### config.mk
export PLATFORM = sky130hd
export DESIGN_NAME = psc_config
export DESIGN_NICKNAME = d
export VERILOG_FILES = /design/src/shared/psc_pkg.sv /design/src/design/psc_config.sv
export SDC_FILE = /design/constraint.sdc
export NUM_CORES = 1
export LEC_CHECK = 0
export ABC_AREA = 1
export BUFFER_PORTS_ARGS = -buffer_cell sky130_fd_sc_hd__buf_2
export CAP_MARGIN = 20
export CORE_ASPECT_RATIO = 1.25
export CORE_MARGIN = 2
export CORE_UTILIZATION = 65
export CTS_CLUSTER_SIZE = 12
export DETAILED_ROUTE_END_ITERATION = 12
export PLACE_DENSITY = 0.81
export SYNTH_ARGS = -nofsm -noshare
export SYNTH_HDL_FRONTEND = slang
export SYNTH_SLANG_ARGS = --single-unit
### constraint.sdc
create_clock -name clock -period 26.6 [get_ports clock]
set_clock_uncertainty 0.1 [all_clocks]
set_input_delay 5.32 -clock clock [delete_from_list [all_inputs] [get_ports clock]]
set_output_delay 5.32 -clock clock [all_outputs]
set_load 0.05 [all_outputs]
### src/shared/psc_pkg.sv
// psc_pkg: register map, field positions and factory defaults of the synthesizer config logic
package psc_pkg;
    // register indices (SMBus command codes)
    localparam logic [6:0] IDX_ID = 7'h00;
    localparam logic [6:0] IDX_REF1_LO = 7'h01;
    localparam logic [6:0] IDX_FB1_LO = 7'h02;
    localparam logic [6:0] IDX_PLL_BYPASS = 7'h03;
    localparam logic [6:0] IDX_REF2_LO = 7'h04;
    localparam logic [6:0] IDX_FB2_LO = 7'h05;
    localparam logic [6:0] IDX_VCO_RANGE = 7'h06;
    localparam logic [6:0] IDX_REF3_LO = 7'h07;
    localparam logic [6:0] IDX_FB3_LO = 7'h08;
    localparam logic [6:0] IDX_CH0_SRC = 7'h09;
    localparam logic [6:0] IDX_CTRL = 7'h0A;
    localparam logic [6:0] IDX_IN_SRC = 7'h0B;
    localparam logic [6:0] IDX_PWR = 7'h0C;
    localparam logic [6:0] IDX_SSC = 7'h19;
    localparam logic [6:0] IDX_LAST = 7'h1A;
    localparam int LAST = 26;
    // field positions
    localparam int POS_SRC_HI = 5;
    localparam int POS_SRC_LO = 0;
    localparam int POS_SRC_MID = 3;
    localparam int POS_CLKSEL = 4;
    localparam int POS_PD = 6;
    localparam int POS_NHI = 1;
    localparam int POS_SSC = 4;
    // control pin function codes
    localparam logic [1:0] FN0_POWER_DOWN = 2'h0;
    localparam logic [1:0] FN0_TEST_BYPASS = 2'h1;
    localparam logic [1:0] FN0_CLOCK_SELECT = 2'h2;
    localparam logic [1:0] FN1_FORCE_LOW = 2'h0;
    localparam logic [1:0] FN1_HIGH_Z = 2'h1;
    localparam logic [1:0] SRC_LVCMOS = 2'h1;
    // spread modulation code treated as spread bypass
    localparam logic [2:0] SSC_BYPASS_CODE = 3'h0;
    // factory defaults, index 1..26; index 0 is the fixed identity byte
    localparam logic [7:0] CFG_DEFAULT [1:LAST] = '{
        8'h01, 8'h08, 8'h00,   // first: ref 1, fb 8, bypass off
        8'h1B, 8'hFA, 8'hE0,   // second: ref 27, fb 250, all VCOs high range
        8'h77, 8'h40, 8'h59,   // third: ref 375, fb 3136, ch0 from second
        8'h80, 8'h09, 8'h09,   // ch1 from third, ch2..ch5 from first
        8'h0A, 8'h14, 8'h08, 8'h09, 8'h20, 8'h04,   // post dividers
        8'h1A, 8'h1A, 8'h1A, 8'h1A, 8'h1A, 8'h1A,   // outputs on, non-inverted
        8'h00, 8'h1A};         // spread settings, byte count
endpackage

### src/design/psc_config.sv
// psc_config: SMBus slave holding the synthesizer configuration bytes and decoding the controls
`timescale 1ns/1ps
module psc_config import psc_pkg::*; #(
    parameter logic [6:0] DEV_ADDR = 7'h55,   // slave address, arbitrary
    parameter logic [3:0] VENDOR_ID = 4'hA,   // identity value, arbitrary
    parameter logic [3:0] REVISION = 4'h3     // identity value, arbitrary
) (
    // clock and reset
    input wire logic clock,
    input wire logic rst,
    // SMBus pins, data is open drain
    input wire logic sclIn,
    input wire logic sdaIn,
    output logic sdaOut,
    output logic sdaOutEnN,
    // control pins
    input wire logic controlPinZero,
    input wire logic controlPinOne,
    // PLL settings
    output logic [8:0] refDiv1,
    output logic [8:0] refDiv2,
    output logic [8:0] refDiv3,
    output logic [11:0] fbDiv1,
    output logic [11:0] fbDiv2,
    output logic [11:0] fbDiv3,
    output logic [2:0] pllBypass,
    output logic [2:0] vcoRange,
    // channel source selects, channel k at [3k+2:3k]
    output logic [17:0] chanSource,
    // power and output state
    output logic pllPowerDown,
    output logic inputStagePowerDown,
    output logic outputsHiZ,
    output logic outputsForcedLow,
    output logic dividerBypass,
    output logic inputSelect,
    output logic [1:0] inputSource,
    output logic spreadPowerDown
);

    typedef enum logic [5:0] {
        ST_IDLE = 6'b000001,   // bus free
        ST_RECV = 6'b000010,   // shifting a byte in
        ST_ACK = 6'b000100,    // ack slot we own, or gap before sending
        ST_SEND = 6'b001000,   // shifting a byte out
        ST_MACK = 6'b010000,   // master ack slot after a sent byte
        ST_WAIT = 6'b100000    // not addressed or nack, wait for stop
    } psc_state_e;

    // configuration bytes
    logic [7:0] cfg [1:LAST];
    // bus bookkeeping
    psc_state_e state;
    logic sclPrev;           // last sampled clock pin
    logic sdaPrev;           // last sampled data pin
    logic [7:0] shiftReg;    // shared rx/tx shifter
    logic [3:0] bitCnt;      // bits shifted in current byte
    logic [1:0] byteIdx;     // 0 address, 1 command, 2 first data, 3 later
    logic readMode;          // address byte had the read bit
    logic blockMode;         // command top bit selects block transfer
    logic cntPending;        // block read still owes its count byte
    logic [6:0] ptr;         // register pointer, auto-increments

    // bus events; pins are treated as synchronous to clock
    wire sclRise = sclIn & ~sclPrev;
    wire sclFall = ~sclIn & sclPrev;
    wire busStart = sclIn & sclPrev & sdaPrev & ~sdaIn;
    wire busStop = sclIn & sclPrev & ~sdaPrev & sdaIn;
    wire byteDone = (state == ST_RECV) & sclFall & (bitCnt == 4'h8);
    wire addrHit = (shiftReg[7:1] == DEV_ADDR);
    wire ptrValid = (ptr != IDX_ID) & (ptr <= IDX_LAST);

    // write strobe: data bytes of a write, skipping the block count byte
    wire cfgWrEn = byteDone & (byteIdx[1]) & ~readMode
                   & ~(blockMode & (byteIdx == 2'h2)) & ptrValid;

    // transmit byte: identity only in a byte read, zero in block or unmapped
    wire [7:0] idByte = blockMode ? 8'h00 : {REVISION, VENDOR_ID};
    wire [7:0] regByte = (ptr == IDX_ID) ? idByte :
                         (ptr <= IDX_LAST) ? cfg[ptr[4:0]] : 8'h00;
    wire [7:0] txByte = cntPending ? {1'b0, cfg[IDX_LAST[4:0]][6:0]} : regByte;

    // bus sequencer; no clock stretching, so host timing must allow a few cycles per edge
    always_ff @(posedge clock or posedge rst) begin
        if (rst) begin
            state <= ST_IDLE;
            sclPrev <= 1'b1;
            sdaPrev <= 1'b1;
            shiftReg <= 8'h00;
            bitCnt <= 4'h0;
            byteIdx <= 2'h0;
            readMode <= 1'b0;
            blockMode <= 1'b0;
            cntPending <= 1'b0;
            ptr <= 7'h00;
            sdaOut <= 1'b0;
            sdaOutEnN <= 1'b1;
        end else begin
            sclPrev <= sclIn;
            sdaPrev <= sdaIn;
            sdaOut <= 1'b0;   // open drain: only ever pulls low
            if (busStart) begin
                // start or repeated start keeps pointer and block flag
                state <= ST_RECV;
                bitCnt <= 4'h0;
                byteIdx <= 2'h0;
                sdaOutEnN <= 1'b1;
            end else if (busStop) begin
                state <= ST_IDLE;
                sdaOutEnN <= 1'b1;
            end else begin
                case (state)
                    ST_RECV: begin
                        if (sclRise && bitCnt != 4'h8) begin
                            shiftReg <= {shiftReg[6:0], sdaIn};
                            bitCnt <= bitCnt + 4'h1;
                        end else if (byteDone) begin
                            if (byteIdx != 2'h3) begin
                                byteIdx <= byteIdx + 2'h1;
                            end
                            if (byteIdx == 2'h0) begin
                                // address byte: ack only our own address
                                readMode <= shiftReg[0];
                                cntPending <= shiftReg[0] & blockMode;
                                state <= addrHit ? ST_ACK : ST_WAIT;
                                sdaOutEnN <= ~addrHit;
                            end else if (byteIdx == 2'h1) begin
                                // command byte loads pointer and transfer kind
                                blockMode <= shiftReg[7];
                                ptr <= shiftReg[6:0];
                                state <= ST_ACK;
                                sdaOutEnN <= 1'b0;
                            end else begin
                                // data byte; pointer steps past the block count
                                if (!(blockMode && byteIdx == 2'h2) && ptr != 7'h7F) begin
                                    ptr <= ptr + 7'h01;
                                end
                                state <= ST_ACK;
                                sdaOutEnN <= 1'b0;
                            end
                        end
                    end
                    ST_ACK: begin
                        if (sclFall) begin
                            bitCnt <= 4'h0;
                            if (readMode) begin
                                // present first bit right away
                                shiftReg <= txByte;
                                sdaOutEnN <= txByte[7];
                                cntPending <= 1'b0;
                                if (!cntPending && ptr != 7'h7F) begin
                                    ptr <= ptr + 7'h01;
                                end
                                state <= ST_SEND;
                            end else begin
                                sdaOutEnN <= 1'b1;
                                state <= ST_RECV;
                            end
                        end
                    end
                    ST_SEND: begin
                        if (sclFall) begin
                            bitCnt <= bitCnt + 4'h1;
                            shiftReg <= {shiftReg[6:0], 1'b0};
                            if (bitCnt == 4'h7) begin
                                sdaOutEnN <= 1'b1;   // release for master ack
                                state <= ST_MACK;
                            end else begin
                                sdaOutEnN <= shiftReg[6];
                            end
                        end
                    end
                    ST_MACK: begin
                        // nack ends the read; ack waits for the fall to send on
                        if (sclRise) begin
                            state <= sdaIn ? ST_WAIT : ST_ACK;
                        end
                    end
                    default: begin
                        sdaOutEnN <= 1'b1;   // idle and wait ignore the bus
                    end
                endcase
            end
        end
    end

    // configuration store; reset returns factory defaults
    always_ff @(posedge clock or posedge rst) begin
        if (rst) begin
            cfg <= CFG_DEFAULT;
        end else if (cfgWrEn) begin
            cfg[ptr[4:0]] <= shiftReg;
        end
    end

    // zero ratios are illegal; hold them at one so the dividers never stall
    function automatic logic [11:0] legalRatio(input logic [11:0] raw);
        legalRatio = (raw == 12'h000) ? 12'h001 : raw;
    endfunction

    // field decode from the byte map
    wire [1:0] pin0Func = cfg[IDX_CTRL[4:0]][1:0];
    wire [1:0] pin1Func = cfg[IDX_CTRL[4:0]][3:2];
    wire clkSelBit = cfg[IDX_CTRL[4:0]][POS_CLKSEL];
    wire [1:0] inSrc = cfg[IDX_IN_SRC[4:0]][7:6];
    wire pdBit = cfg[IDX_PWR[4:0]][POS_PD];
    wire [2:0] sscMode = cfg[IDX_SSC[4:0]][POS_SSC+2:POS_SSC];
    wire pin0Low = ~controlPinZero;
    wire pin1Low = ~controlPinOne;

    // ratios pass straight to the analog dividers, fout = fin*fb/(ref*post)
    wire [11:0] next_refDiv1 = legalRatio({4'h0, cfg[IDX_REF1_LO[4:0]]});
    wire [11:0] next_refDiv2 = legalRatio({3'h0, cfg[IDX_VCO_RANGE[4:0]][0],
                                           cfg[IDX_REF2_LO[4:0]]});
    wire [11:0] next_refDiv3 = legalRatio({3'h0, cfg[IDX_CH0_SRC[4:0]][0],
                                           cfg[IDX_REF3_LO[4:0]]});
    wire [11:0] next_fbDiv1 = legalRatio({cfg[IDX_PLL_BYPASS[4:0]][3:0],
                                          cfg[IDX_FB1_LO[4:0]]});
    wire [11:0] next_fbDiv2 = legalRatio({cfg[IDX_VCO_RANGE[4:0]][POS_NHI+3:POS_NHI],
                                          cfg[IDX_FB2_LO[4:0]]});
    wire [11:0] next_fbDiv3 = legalRatio({cfg[IDX_CH0_SRC[4:0]][POS_NHI+3:POS_NHI],
                                          cfg[IDX_FB3_LO[4:0]]});
    // source selects, codes passed as stored, reserved ones included
    wire [17:0] next_chanSource = {cfg[IDX_PWR[4:0]][POS_SRC_HI:POS_SRC_MID],
                                   cfg[IDX_PWR[4:0]][POS_SRC_MID-1:POS_SRC_LO],
                                   cfg[IDX_IN_SRC[4:0]][POS_SRC_HI:POS_SRC_MID],
                                   cfg[IDX_IN_SRC[4:0]][POS_SRC_MID-1:POS_SRC_LO],
                                   cfg[IDX_CTRL[4:0]][7:POS_SRC_HI],
                                   cfg[IDX_CH0_SRC[4:0]][7:POS_SRC_HI]};
    // power control: register bit or pin zero in power-down function
    wire next_powerDown = pdBit | ((pin0Func == FN0_POWER_DOWN) & pin0Low);
    wire next_testBypass = (pin0Func == FN0_TEST_BYPASS) & pin0Low & ~next_powerDown;
    // pin one states lose against any power-down
    wire next_hiZ = next_powerDown | ((pin1Func == FN1_HIGH_Z) & pin1Low);
    wire next_forcedLow = ~next_powerDown & (pin1Func == FN1_FORCE_LOW) & pin1Low;
    // pin input select only with two single-ended inputs
    wire pinSelects = (pin0Func == FN0_CLOCK_SELECT) & (inSrc == SRC_LVCMOS);
    wire next_inputSelect = pinSelects ? controlPinZero : clkSelBit;

    // decoded outputs are all registered
    always_ff @(posedge clock or posedge rst) begin
        if (rst) begin
            refDiv1 <= 9'h000;
            refDiv2 <= 9'h000;
            refDiv3 <= 9'h000;
            fbDiv1 <= 12'h000;
            fbDiv2 <= 12'h000;
            fbDiv3 <= 12'h000;
            pllBypass <= 3'h0;
            vcoRange <= 3'h0;
            chanSource <= 18'h00000;
            pllPowerDown <= 1'b1;
            inputStagePowerDown <= 1'b1;
            outputsHiZ <= 1'b1;
            outputsForcedLow <= 1'b0;
            dividerBypass <= 1'b0;
            inputSelect <= 1'b0;
            inputSource <= 2'h0;
            spreadPowerDown <= 1'b1;
        end else begin
            refDiv1 <= next_refDiv1[8:0];
            refDiv2 <= next_refDiv2[8:0];
            refDiv3 <= next_refDiv3[8:0];
            fbDiv1 <= next_fbDiv1;
            fbDiv2 <= next_fbDiv2;
            fbDiv3 <= next_fbDiv3;
            pllBypass <= cfg[IDX_PLL_BYPASS[4:0]][7:5];
            vcoRange <= cfg[IDX_VCO_RANGE[4:0]][7:5];
            chanSource <= next_chanSource;
            pllPowerDown <= next_powerDown | next_testBypass;
            inputStagePowerDown <= next_powerDown;
            outputsHiZ <= next_hiZ;
            outputsForcedLow <= next_forcedLow;
            dividerBypass <= next_testBypass;
            inputSelect <= next_inputSelect;
            inputSource <= inSrc;
            spreadPowerDown <= (sscMode == SSC_BYPASS_CODE);
        end
    end
endmodule // psc_config

======== Word-level counts from Yosys, hierarchy flattened ========
Index checks and enable logic that the tools add are counted.
W data, S select, Z words.
cells by class
  equality and inequality tests ........... 38
  magnitude comparators ................... 3
  reduce and logical (&&, ||, !) cells .... 35
  bitwise logic cells ..................... 41
  $add $sub $neg .......................... 3
  muxes and demuxes ....................... 72
operators with widths
  kind                  count
  $bwmux W208           1
  $mux W8               11
  $mux W6               12
  $mux W7               8
  $bmux W8 S5           1
  $demux W8 S5          1
  $logic_not A12 Y1     3
  $mux W12              3
  $ne A4 B4 Y1 const B  7
  $mux W4               6
  $pmux W6 S4           1
  $pmux W8 S3           1
  $and A1 B1 Y1         23
  $reduce_and A7 Y1     3
  $ne A2 B2 Y1 const B  10
  $logic_not A9 Y1      2
  $mux W9               2
  $mux W1               15
  $reduce_and A5 Y1     3
  $not A1 Y1            14
  $pmux W7 S2           1
  $mux W2               6
  $pmux W4 S3           1
  $reduce_and A10 Y1    1
  37 further kinds      56
word-level totals
  bits in registers ....................... 336
  logic and storage cells ................. 246
  output and inout port bits .............. 98

======== Logic depth before layout (Yosys ltp) ========
Gate-level depths: netlist of the first run.
  depth after elaboration ................. 12
  gate-level depth with buffers ........... 16
  depth with buffers taken out ............ 13

======== Worst setup path before layout of the first run ========
No wires, ideal clock.
  path type ............................... input port to flip-flop
  from .................................... input port sclIn
  to ...................................... register cfg[104] (netlist bit)
  arrival ................................. 6632 ps
  stages on the path ...................... 10
  setup slack ............................. 19737 ps
  setup time .............................. 131 ps
  path through ............................ inv_1 -> nand2_1 -> nor3_4 -> nand3_2 -> nor2_4 -> buf_12 -> nand3_4 -> buf_6 -> nand2_1 -> o21ai_2
between the ends
  cells in the longest elaborated chain, start to end .. 8
RTL lines
  item                             RTL line           RTL
  from (decl)                      psc_config.sv:12   input wire logic sclIn,
  $not A1 Y1                       psc_config.sv:66   wire sclFall = ~sclIn & sclPrev;
  $and A1 B1 Y1                    psc_config.sv:66
  $and A1 B1 Y1 (2 in a row)       psc_config.sv:69   wire byteDone = (state == ST_RECV) & sclFall & (bitCnt == 4'h8);
  $and A1 B1 Y1 (2 in a row)       psc_config.sv:74   wire cfgWrEn = byteDone & (byteIdx[1]) & ~readMode
  $and A1 B1 Y1 (2 in a row)       psc_config.sv:75   & ~(blockMode & (byteIdx == 2'h2)) & ptrValid;
  to (signal, indexed assignment)  psc_config.sv:192  cfg[ptr[4:0]] <= shiftReg;
  to (decl)                        psc_config.sv:51   logic [7:0] cfg [1:LAST];
Every way passes these cells.
A chain may end at the register's enable or synchronous reset.

==> results of run 1 <==
## metrics by stage
step / area (um2) / hold slack (ns) / utilization (%)
floorplan: 15200 / 0.274 / -
global placement: 15400 / 0.291 / 67.2
detailed placement: 15400 / 0.299 / 67.2
CTS: 16500 / 0.303 / 72.0
global route: 16500 / 0.310 / 72.0
finish: 16500 / 0.303 / 72.0
## routing by layer
layer	wire length [um]	up-vias	GRT usage [%]
li1	-	5496	-
met1	14500	5640	41.0
met2	18100	556	51.4
met3	2950	158	5.18
met4	2130	0	16.0
met5	0	-	0
## worst reg2reg max path, stage by stage, from the launching register on
cell     delay (ns)
dfrtp_1        0.67
buf_4          0.46
ha_1           0.77
a21oi_1        0.16
nand2_1        0.16
nand3_2        0.19
nor2_4         0.14
buf_4          0.53
nand3_1        0.55
o21ai_0        0.36
## sequential cells by signal (all words and copies together), names as in the netlist, 2 cells and up
name	flops
fbDiv1	12
ptr	7
bitCnt	4
inputSource	2
byteIdx	2
refDiv2	9
refDiv3	9
state	6
fbDiv2	12
pllBypass	3
chanSource	18
fbDiv3	12
shiftReg	8
refDiv1	8
cfg	208
vcoRange	3
## kinds of logic (layout without fill, tap and decap cells)
family / Yosys count / in the layout / share of synthesized area, %
simple gates: 740 / 740 / 21.5
compound gates: 361 / 361 / 13.8
flops: 336 / 336 / 56.0
buf+inv: 246 / 281 / 7.51
fa+ha+maj: 10 / 10 / 0.824
xor+xnor: 4 / 4 / 0.231
mux: 2 / 2 / 0.140
other cells: 1 / 2 / 0.0247
## power breakdown
group / internal (uW) / total (uW) / switching, uW / leakage [uW]
clock network: 279 / 472 / 193 / 0.000537
registers: 532 / 559 / 27.4 / 0.00437
logic: 92.0 / 428 / 336 / 0.00296
total: 903 / 1460 / 557 / 0.00786
## cell usage after synthesis (2+ instances only)
master	n	share of area (%)
nand2_1	511	13
dfrtp_1	267	44
o21ai_0	175	5.8
nor2_1	112	2.8
clkbuf_1	101	2.5
inv_1	92	2.3
dfstp_2	69	12
nand3_1	61	2.0
o21ai_1	57	1.9
o21ai_2	54	3.1
a21oi_1	43	1.4
buf_2	21	0.69
buf_6	20	1.5
nand3_4	20	2.3
nor4_1	11	0.45
ha_1	10	0.82
o211ai_1	10	0.49
nor3_1	6	0.20
nand4_1	5	0.21
a22oi_1	4	0.20
clkinv_1	4	0.099
or2_2	4	0.16
a21boi_0	3	0.15
nor2_4	3	0.22
xor2_1	3	0.17
a211oi_1	2	0.099
a31o_2	2	0.12
a41o_1	2	0.13
buf_1	2	0.049
buf_12	2	0.26
buf_4	2	0.099
inv_2	2	0.049
nand3_2	2	0.13
nor2_2	2	0.082
o22ai_1	2	0.082
o41ai_1	2	0.12
## cell type report
class,instances,area (um2)
Inverter,98,375
Clock inverter,4,60.1
Fill cell,1672,6420
Timing Repair Buffer,119,641
Tap cell,288,360
Sequential cell,336,8500
Clock buffer,60,1050
Multi-Input combinational cell,1119,5560
## path summary, 6_finish.rpt
| path | from | endpoint | slack [ns] | cells past startpoint |
|---|---|---|---|---|
| worst min register to register | cfg[112] | chanSource[12] | 0.30 | 0 |
| worst max register to register | ptr[1] | cfg[176] | 22.42 | 9 |
| min in group asynchronous | rst | refDiv2[5] | 4.85 | 2 |
| worst min-delay path | cfg[112] | chanSource[12] | 0.30 | 0 |
| worst max-delay path | rst | cfg[81] | 19.28 | 4 |
| max in group clock | sclIn | cfg[176] | 19.36 | 9 |
==> impl_metrics.env, run 1 <==
export IMPL_outcome="finished clean"
export IMPL_cts_sinks=336
export IMPL_placementRows=62
export IMPL_fin_nets=1725
export IMPL_yosysUniqueCellTypes=48
export IMPL_cts_resized=0
export IMPL_grt_max_degree=115
export IMPL_synth_seq_cells=336
export IMPL_crit_arrival_ns=7.71
export IMPL_coreArea_um2=23000
export IMPL_hold_buffers=0
export IMPL_clkTransAtPathRegs_ns=0.06
export IMPL_synth_edff_count=0
export IMPL_setup_violations_final=0
export IMPL_routedWlPerCell_um=18.6
export IMPL_final_cells=2024
export IMPL_worst_slack_ns=19.28
export IMPL_worstSetupPathType="in2async"
export IMPL_path_cells="buf_2 -> inv_8 -> buf_4 -> buf_4"
export IMPL_ant_nets=0
export IMPL_synth_area_um2=15200
export IMPL_vias_per_cell=5.85
export IMPL_cp_num_buf_inv=4
export IMPL_max_slew_worst_pin_slew_ns=0.952
export IMPL_via_count=11900
export IMPL_ir_drop_v=0.0000764
export IMPL_seq_area_frac_synth_pct=56.0
export IMPL_hp_class="reg2reg"
export IMPL_grt_pass1_wl_mm=61.5
export IMPL_slowest_stage="buf_4"
export IMPL_final_common_cell="nand2_1"
export IMPL_fin_setup_tns_ns=0
export IMPL_die_y_um=175
export IMPL_wirelength_mm=37.7
export IMPL_drt_first_pass_iters=8
export IMPL_dp_cells=1960
export IMPL_post_dp_hpwl_mm=24.5
export IMPL_syn_area_per_cell_um2=8.93
export IMPL_overflow=0
export IMPL_drive_gt1_share_pct=19.0
export IMPL_gp_congestion=0.945
export IMPL_io_pins=104
export IMPL_hold_viol=0
export IMPL_grt_usage_pct=31.5
export IMPL_syn_to_final_growth_pct=8.96
export IMPL_maxSlewHeadroom_pct=36.5
export IMPL_htreeDepth=2
export IMPL_synthCells=1700
export IMPL_leakage_uw=0.00786
export IMPL_min_period_over_period_pct=27.5
export IMPL_antenna_cells=0
export IMPL_worst_setup_path_end_kind="asynchronous set/reset pin"
export IMPL_final_cell_mix="nand2_1 (511), dfrtp_1 (266), o21ai_0 (175), nor2_1 (111), buf_2 (101)"
export IMPL_die_x_um=141
export IMPL_synthFlopType="dfrtp_1"
export IMPL_portBuffers=101
export IMPL_max_cap_violations=0
export IMPL_antenna_found_initial=0
export IMPL_worstPathRequired_ns=27.00
export IMPL_clk_latency_ns=0.52
export IMPL_maxSlewViolCount=0
export IMPL_yosys_warnings=0
export IMPL_clockBufferDepth=3
export IMPL_fmax_mhz=137
export IMPL_power_density_nw_per_um2=88.3
export IMPL_dpl_worst_slack_ns=18.64
export IMPL_crit_fanout=114
export IMPL_rsz0062_at_grt="false"
export IMPL_start_util_pct=66.1
export IMPL_crit_path_start_kind="input port"
export IMPL_root_buffer="clkbuf_16"
export IMPL_finalPower_uw=1460
export IMPL_async_flop_share_pct=100
export IMPL_drt_iter0_drc=980
export IMPL_finalCriticalPeriod_ns=7.32
export IMPL_cts_tree="yes"
export IMPL_die_area_um2=24600
export IMPL_drc=0
export IMPL_post_cts_buffers=0
export IMPL_grt_pass1_vias=11700
export IMPL_path_delay_family="buffers and inverters"
export IMPL_cp_slowest_stage_delay_ns=0.86
export IMPL_timing_critical_path_mode_cell="buf_4"
export IMPL_cts_buffers=35
No activity file was read; power rests on OpenSTA's default activity.
==> inputs of run 2 (changes only) <==
CORE_UTILIZATION = 61   (was 65)
PLACE_DENSITY = 0.76   (was 0.81)
clock period = 7.31 ns   (was 26.6 ns; I/O delays follow)
==> impl_metrics.env, run 2 (synthesized netlist as in run 1, its figures left out) <==
export IMPL_outcome="finished clean"
export IMPL_via_count=11700
export IMPL_finalCriticalPeriod_ns=3.76
export IMPL_grt_usage_pct=29.2
export IMPL_fillers=1960
export IMPL_post_cts_buffers=0
export IMPL_post_dp_hpwl_mm=24.4
export IMPL_max_cap_violations=0
export IMPL_worstSetupPathType="reg2reg"
export IMPL_fin_nets=1725
export IMPL_drt_first_pass_iters=7
export IMPL_clockBufferDepth=3
export IMPL_setup_violations_final=0
export IMPL_drive_gt1_share_pct=18.9
export IMPL_portBuffers=101
export IMPL_ir_drop_v=0.000246
export IMPL_leakage_uw=0.00786
export IMPL_coreArea_um2=24500
export IMPL_dp_cells=2000
export IMPL_grt_pass1_vias=11200
export IMPL_reg_top3="cfg x208, chanSource x18"
export IMPL_clkTransAtPathRegs_ns=0.06
export IMPL_power_density_nw_per_um2=316
export IMPL_root_buffer="clkbuf_16"
export IMPL_final_cell_mix="nand2_1 (511), dfrtp_1 (266), o21ai_0 (175), nor2_1 (111), buf_2 (101)"
export IMPL_cts_sinks=336
export IMPL_vias_per_cell=5.67
export IMPL_die_y_um=180
export IMPL_hold_buffers=0
export IMPL_grt_pass1_wl_mm=61.0
export IMPL_io_pins=104
export IMPL_fin_setup_tns_ns=0
export IMPL_top_register="cfg"
export IMPL_fmax_mhz=266
export IMPL_antenna_cells=0
export IMPL_maxSlewViolCount=0
export IMPL_largest_register_ffs=208
export IMPL_syn_to_final_growth_pct=9.41
export IMPL_final_cells=2066
export IMPL_min_period_over_period_pct=51.4
export IMPL_clk_latency_ns=0.52
export IMPL_cts_tree="yes"
export IMPL_cts_buffers=35
export IMPL_final_common_cell="nand2_1"
export IMPL_gp_congestion=0.940
export IMPL_htreeDepth=2
export IMPL_overflow=0
export IMPL_worstPathRequired_ns=7.61
export IMPL_antenna_found_initial=0
export IMPL_maxSlewHeadroom_pct=34.3
export IMPL_rsz0062_at_grt="false"
export IMPL_hp_class="reg2reg"
export IMPL_drt_iter0_drc=1090
export IMPL_die_area_um2=26200
export IMPL_start_util_pct=61.9
export IMPL_die_x_um=145
export IMPL_placementRows=64
export IMPL_max_slew_worst_pin_slew_ns=0.986
export IMPL_crit_fanout=27
export IMPL_grt_max_degree=185
export IMPL_crit_path_start_kind="flip-flop"
export IMPL_finalPower_uw=5250
export IMPL_wirelength_mm=37.4
export IMPL_worst_setup_path_end_kind="flip-flop"
export IMPL_crit_arrival_ns=4.06
export IMPL_hold_viol=0
export IMPL_cts_resized=0
export IMPL_ant_nets=0
export IMPL_drc=0
export IMPL_routedWlPerCell_um=18.1
-- run 2: layout make-up --
class / count / area (um2) / area share (%)
clock inverter: 3 / 30.0 / 0.181
inverter: 98 / 372 / 2.24
clock buffer: 61 / 1050 / 6.35
sequential: 336 / 8500 / 51.2
tap: 330 / 413 / 2.49
timing repair buffer: 119 / 686 / 4.13
multi-input combinational: 1119 / 5560 / 33.5
-- run 2: critical path, cell delays in order, from the launching register on --
cell     delay (ns)
dfrtp_1        0.63
inv_2          0.37
ha_1           0.58
nand2_1        0.19
nand3_2        0.15
nor2_4         0.13
buf_4          0.53
nand3_1        0.55
o21ai_0        0.39
-- run 2: where the power goes --
group	internal [uW]	total [uW]	switching (uW)
sequential	1930	2040	109
combinational	339	1520	1180
clock	980	1690	709
-- run 2: layer usage --
metal | GRT usage [%] | vias to the layer above | routed length, um
li1 | - | 5495 | -
met1 | 39.3 | 5571 | 15100
met2 | 46.9 | 523 | 17800
met3 | 5.04 | 133 | 2760
met4 | 13.7 | 0 | 1800
met5 | 0 | - | 0
-- run 2: stage by stage --
stage	hold slack [ns]	utilization, %	setup slack (ns)	instance area (um2)
2_1_floorplan	0.274	-	1.31	15200
3_3_place_gp	0.286	63.1	3.47	15500
3_5_place_dp	0.288	63.1	3.34	15500
4_1_cts	0.302	67.6	3.62	16600
5_1_grt	0.311	67.8	3.25	16600
6_report	0.304	67.8	3.55	16600
-- run 2: final timing paths --
| check | depth (start not counted) | end | slack (ns) | startpoint |
|---|---|---|---|---|
| min reg2reg | 0 | pllBypass[0] | 0.30 | cfg[189] |
| min in group asynchronous | 2 | cfg[183] | 0.73 | rst |
| max reg2reg | 8 | cfg[182] | 3.55 | ptr[1] |
| max in group asynchronous | 4 | cfg[73] | 4.96 | rst |
| min | 0 | pllBypass[0] | 0.30 | cfg[189] |
| max | 8 | cfg[182] | 3.55 | ptr[1] |
==> inputs of run 3 (changes only) <==
CORE_UTILIZATION = 55   (was 61)
PLACE_DENSITY = 0.72   (was 0.76)
clock period = 3 ns   (was 7.31 ns; I/O delays follow)
==> impl_metrics.env, run 3 (synthesized netlist as in run 1, its figures left out) <==
export IMPL_crit_arrival_ns=3.00
export IMPL_vias_per_cell=5.58
export IMPL_worstSetupPathType="reg2reg"
export IMPL_hold_depth=1
export IMPL_final_common_cell="nand2_1"
export IMPL_hold_buffers=0
export IMPL_finalCriticalPeriod_ns=2.68
export IMPL_ir_drop_v=0.000473
export IMPL_gp_congestion=0.976
export IMPL_crit_path_start_kind="flip-flop"
export IMPL_antenna_cells=0
export IMPL_drt_iter0_drc=914
export IMPL_power_density_nw_per_um2=773
export IMPL_min_delay_worst_endpoint="sclPrev"
export IMPL_post_dp_hpwl_mm=26.1
export IMPL_reg_top3="cfg x208, chanSource x18"
export IMPL_post_cts_buffers=0
export IMPL_max_slew_worst_pin_slew_ns=0.773
export IMPL_cts_buffers=35
export IMPL_worst_setup_path_end_kind="flip-flop"
export IMPL_die_area_um2=29000
export IMPL_dpl_worst_slack_ns=0.298
export IMPL_fmax_mhz=373
export IMPL_drive_gt1_share_pct=20.0
export IMPL_wirelength_mm=38.9
export IMPL_die_y_um=190
export IMPL_cts_tree="yes"
export IMPL_placementRows=68
export IMPL_setup_violations_final=0
export IMPL_crit_fanout=16
export IMPL_cts_sinks=336
export IMPL_clkTransAtPathRegs_ns=0.06
export IMPL_finalPower_uw=13000
export IMPL_seqCellArea_um2=8500
export IMPL_routed_wl_met2_mm=19.1
export IMPL_leakage_uw=0.00800
export IMPL_syn_to_final_growth_pct=11.2
export IMPL_largest_register_ffs=208
export IMPL_multi_input_area_um2=5560
export IMPL_highest_layer="met4"
export IMPL_grt_usage_pct=27.2
export IMPL_reg2reg_from="bitCnt[0]"
export IMPL_rrSetupSlack_ns=0.32
export IMPL_ant_nets=0
export IMPL_worstPathRequired_ns=3.32
export IMPL_coreArea_um2=27400
export IMPL_grt_pass1_wl_mm=62.0
export IMPL_die_x_um=153
export IMPL_reg2regPathDepth=8
export IMPL_drc=0
export IMPL_met1Wirelength_mm=15.6
export IMPL_drt_first_pass_iters=5
export IMPL_portBuffers=101
export IMPL_clk_latency_ns=0.53
export IMPL_grt_max_degree=64
export IMPL_antenna_found_initial=0
export IMPL_start_util_pct=55.4
export IMPL_fillers=2327
export IMPL_hp_class="in2reg"
export IMPL_root_buffer="clkbuf_16"
export IMPL_r2r_end="cfg[174]"
export IMPL_fin_nets=1753
export IMPL_rsz0062_at_grt="false"
export IMPL_worst_slack_ns=0.323
export IMPL_maxSlewViolCount=0
export IMPL_top_register="cfg"
export IMPL_wl_met3_mm=2.64
export IMPL_final_cell_mix="nand2_1 (511), dfrtp_1 (266), o21ai_0 (175), nor2_1 (111), buf_2 (101)"
export IMPL_max_cap_violations=0
export IMPL_io_pins=104
export IMPL_maxSlewHeadroom_pct=48.4
export IMPL_htreeDepth=2
export IMPL_min_period_over_period_pct=89.2
export IMPL_via_count=11800
export IMPL_outcome="finished clean"
export IMPL_hold_viol=0
export IMPL_overflow=0
export IMPL_cts_resized=0
export IMPL_grt_pass1_vias=11400
export IMPL_routedWlPerCell_um=18.4
export IMPL_clockBufferDepth=3
export IMPL_hp_start="sclIn"
run 3: metal layers:
layer / track usage (%) / vias to the layer above
met5: 0 / -
met3: 4.60 / 110
met4: 11.4 / 0
met1: 35.3 / 5647
li1: - / 5556
met2: 45.5 / 461
run 3: worst max-delay path: stages (launching register included):
cell	delay, ns
dfrtp_1	0.40
inv_1	0.10
ha_1	0.15
nand3_1	0.17
nor3_4	0.32
nand3_2	0.14
nor2_4	0.38
nand3_1	0.48
o21ai_0	0.33
run 3: final cells by class:
type,instances,area share (%)
multi-input combinational,1119,32.9
clock inverter,4,0.289
inverter,98,2.20
tap,350,2.60
clock buffer,57,5.86
sequential,336,50.3
timing repair buffer,147,5.78
run 3: through the flow:
step	cells	util, %	TNS (ns)	hold slack (ns)	instance area (um2)
finish	2111	61.6	0	0.0895	16900
global placement	2050	57.8	0	0.287	15800
detailed placement	2050	57.8	0	0.290	15800
CTS	2111	61.6	0	0.0759	16900
floorplan	1701	-	-634.18	0.274	15200
global route	2111	61.6	0	0.0854	16900
run 3: how the worst max path moves through the flow:
| stage | startpoint | endpoint |
|---|---|---|
| floorplan | rst | bitCnt[0] |
| global placement | sclIn | cfg[104] |
| detailed placement | sclIn | cfg[174] |
| CTS | bitCnt[0] | cfg[168] |
| global route | bitCnt[0] | cfg[171] |
| finish | bitCnt[0] | cfg[174] |
run 3: power by group:
part           switching (uW)  leakage [uW]  internal (uW)
clock network            1700      0.000502           2330
registers                 209       0.00437           4720
logic                    3070       0.00313           1010
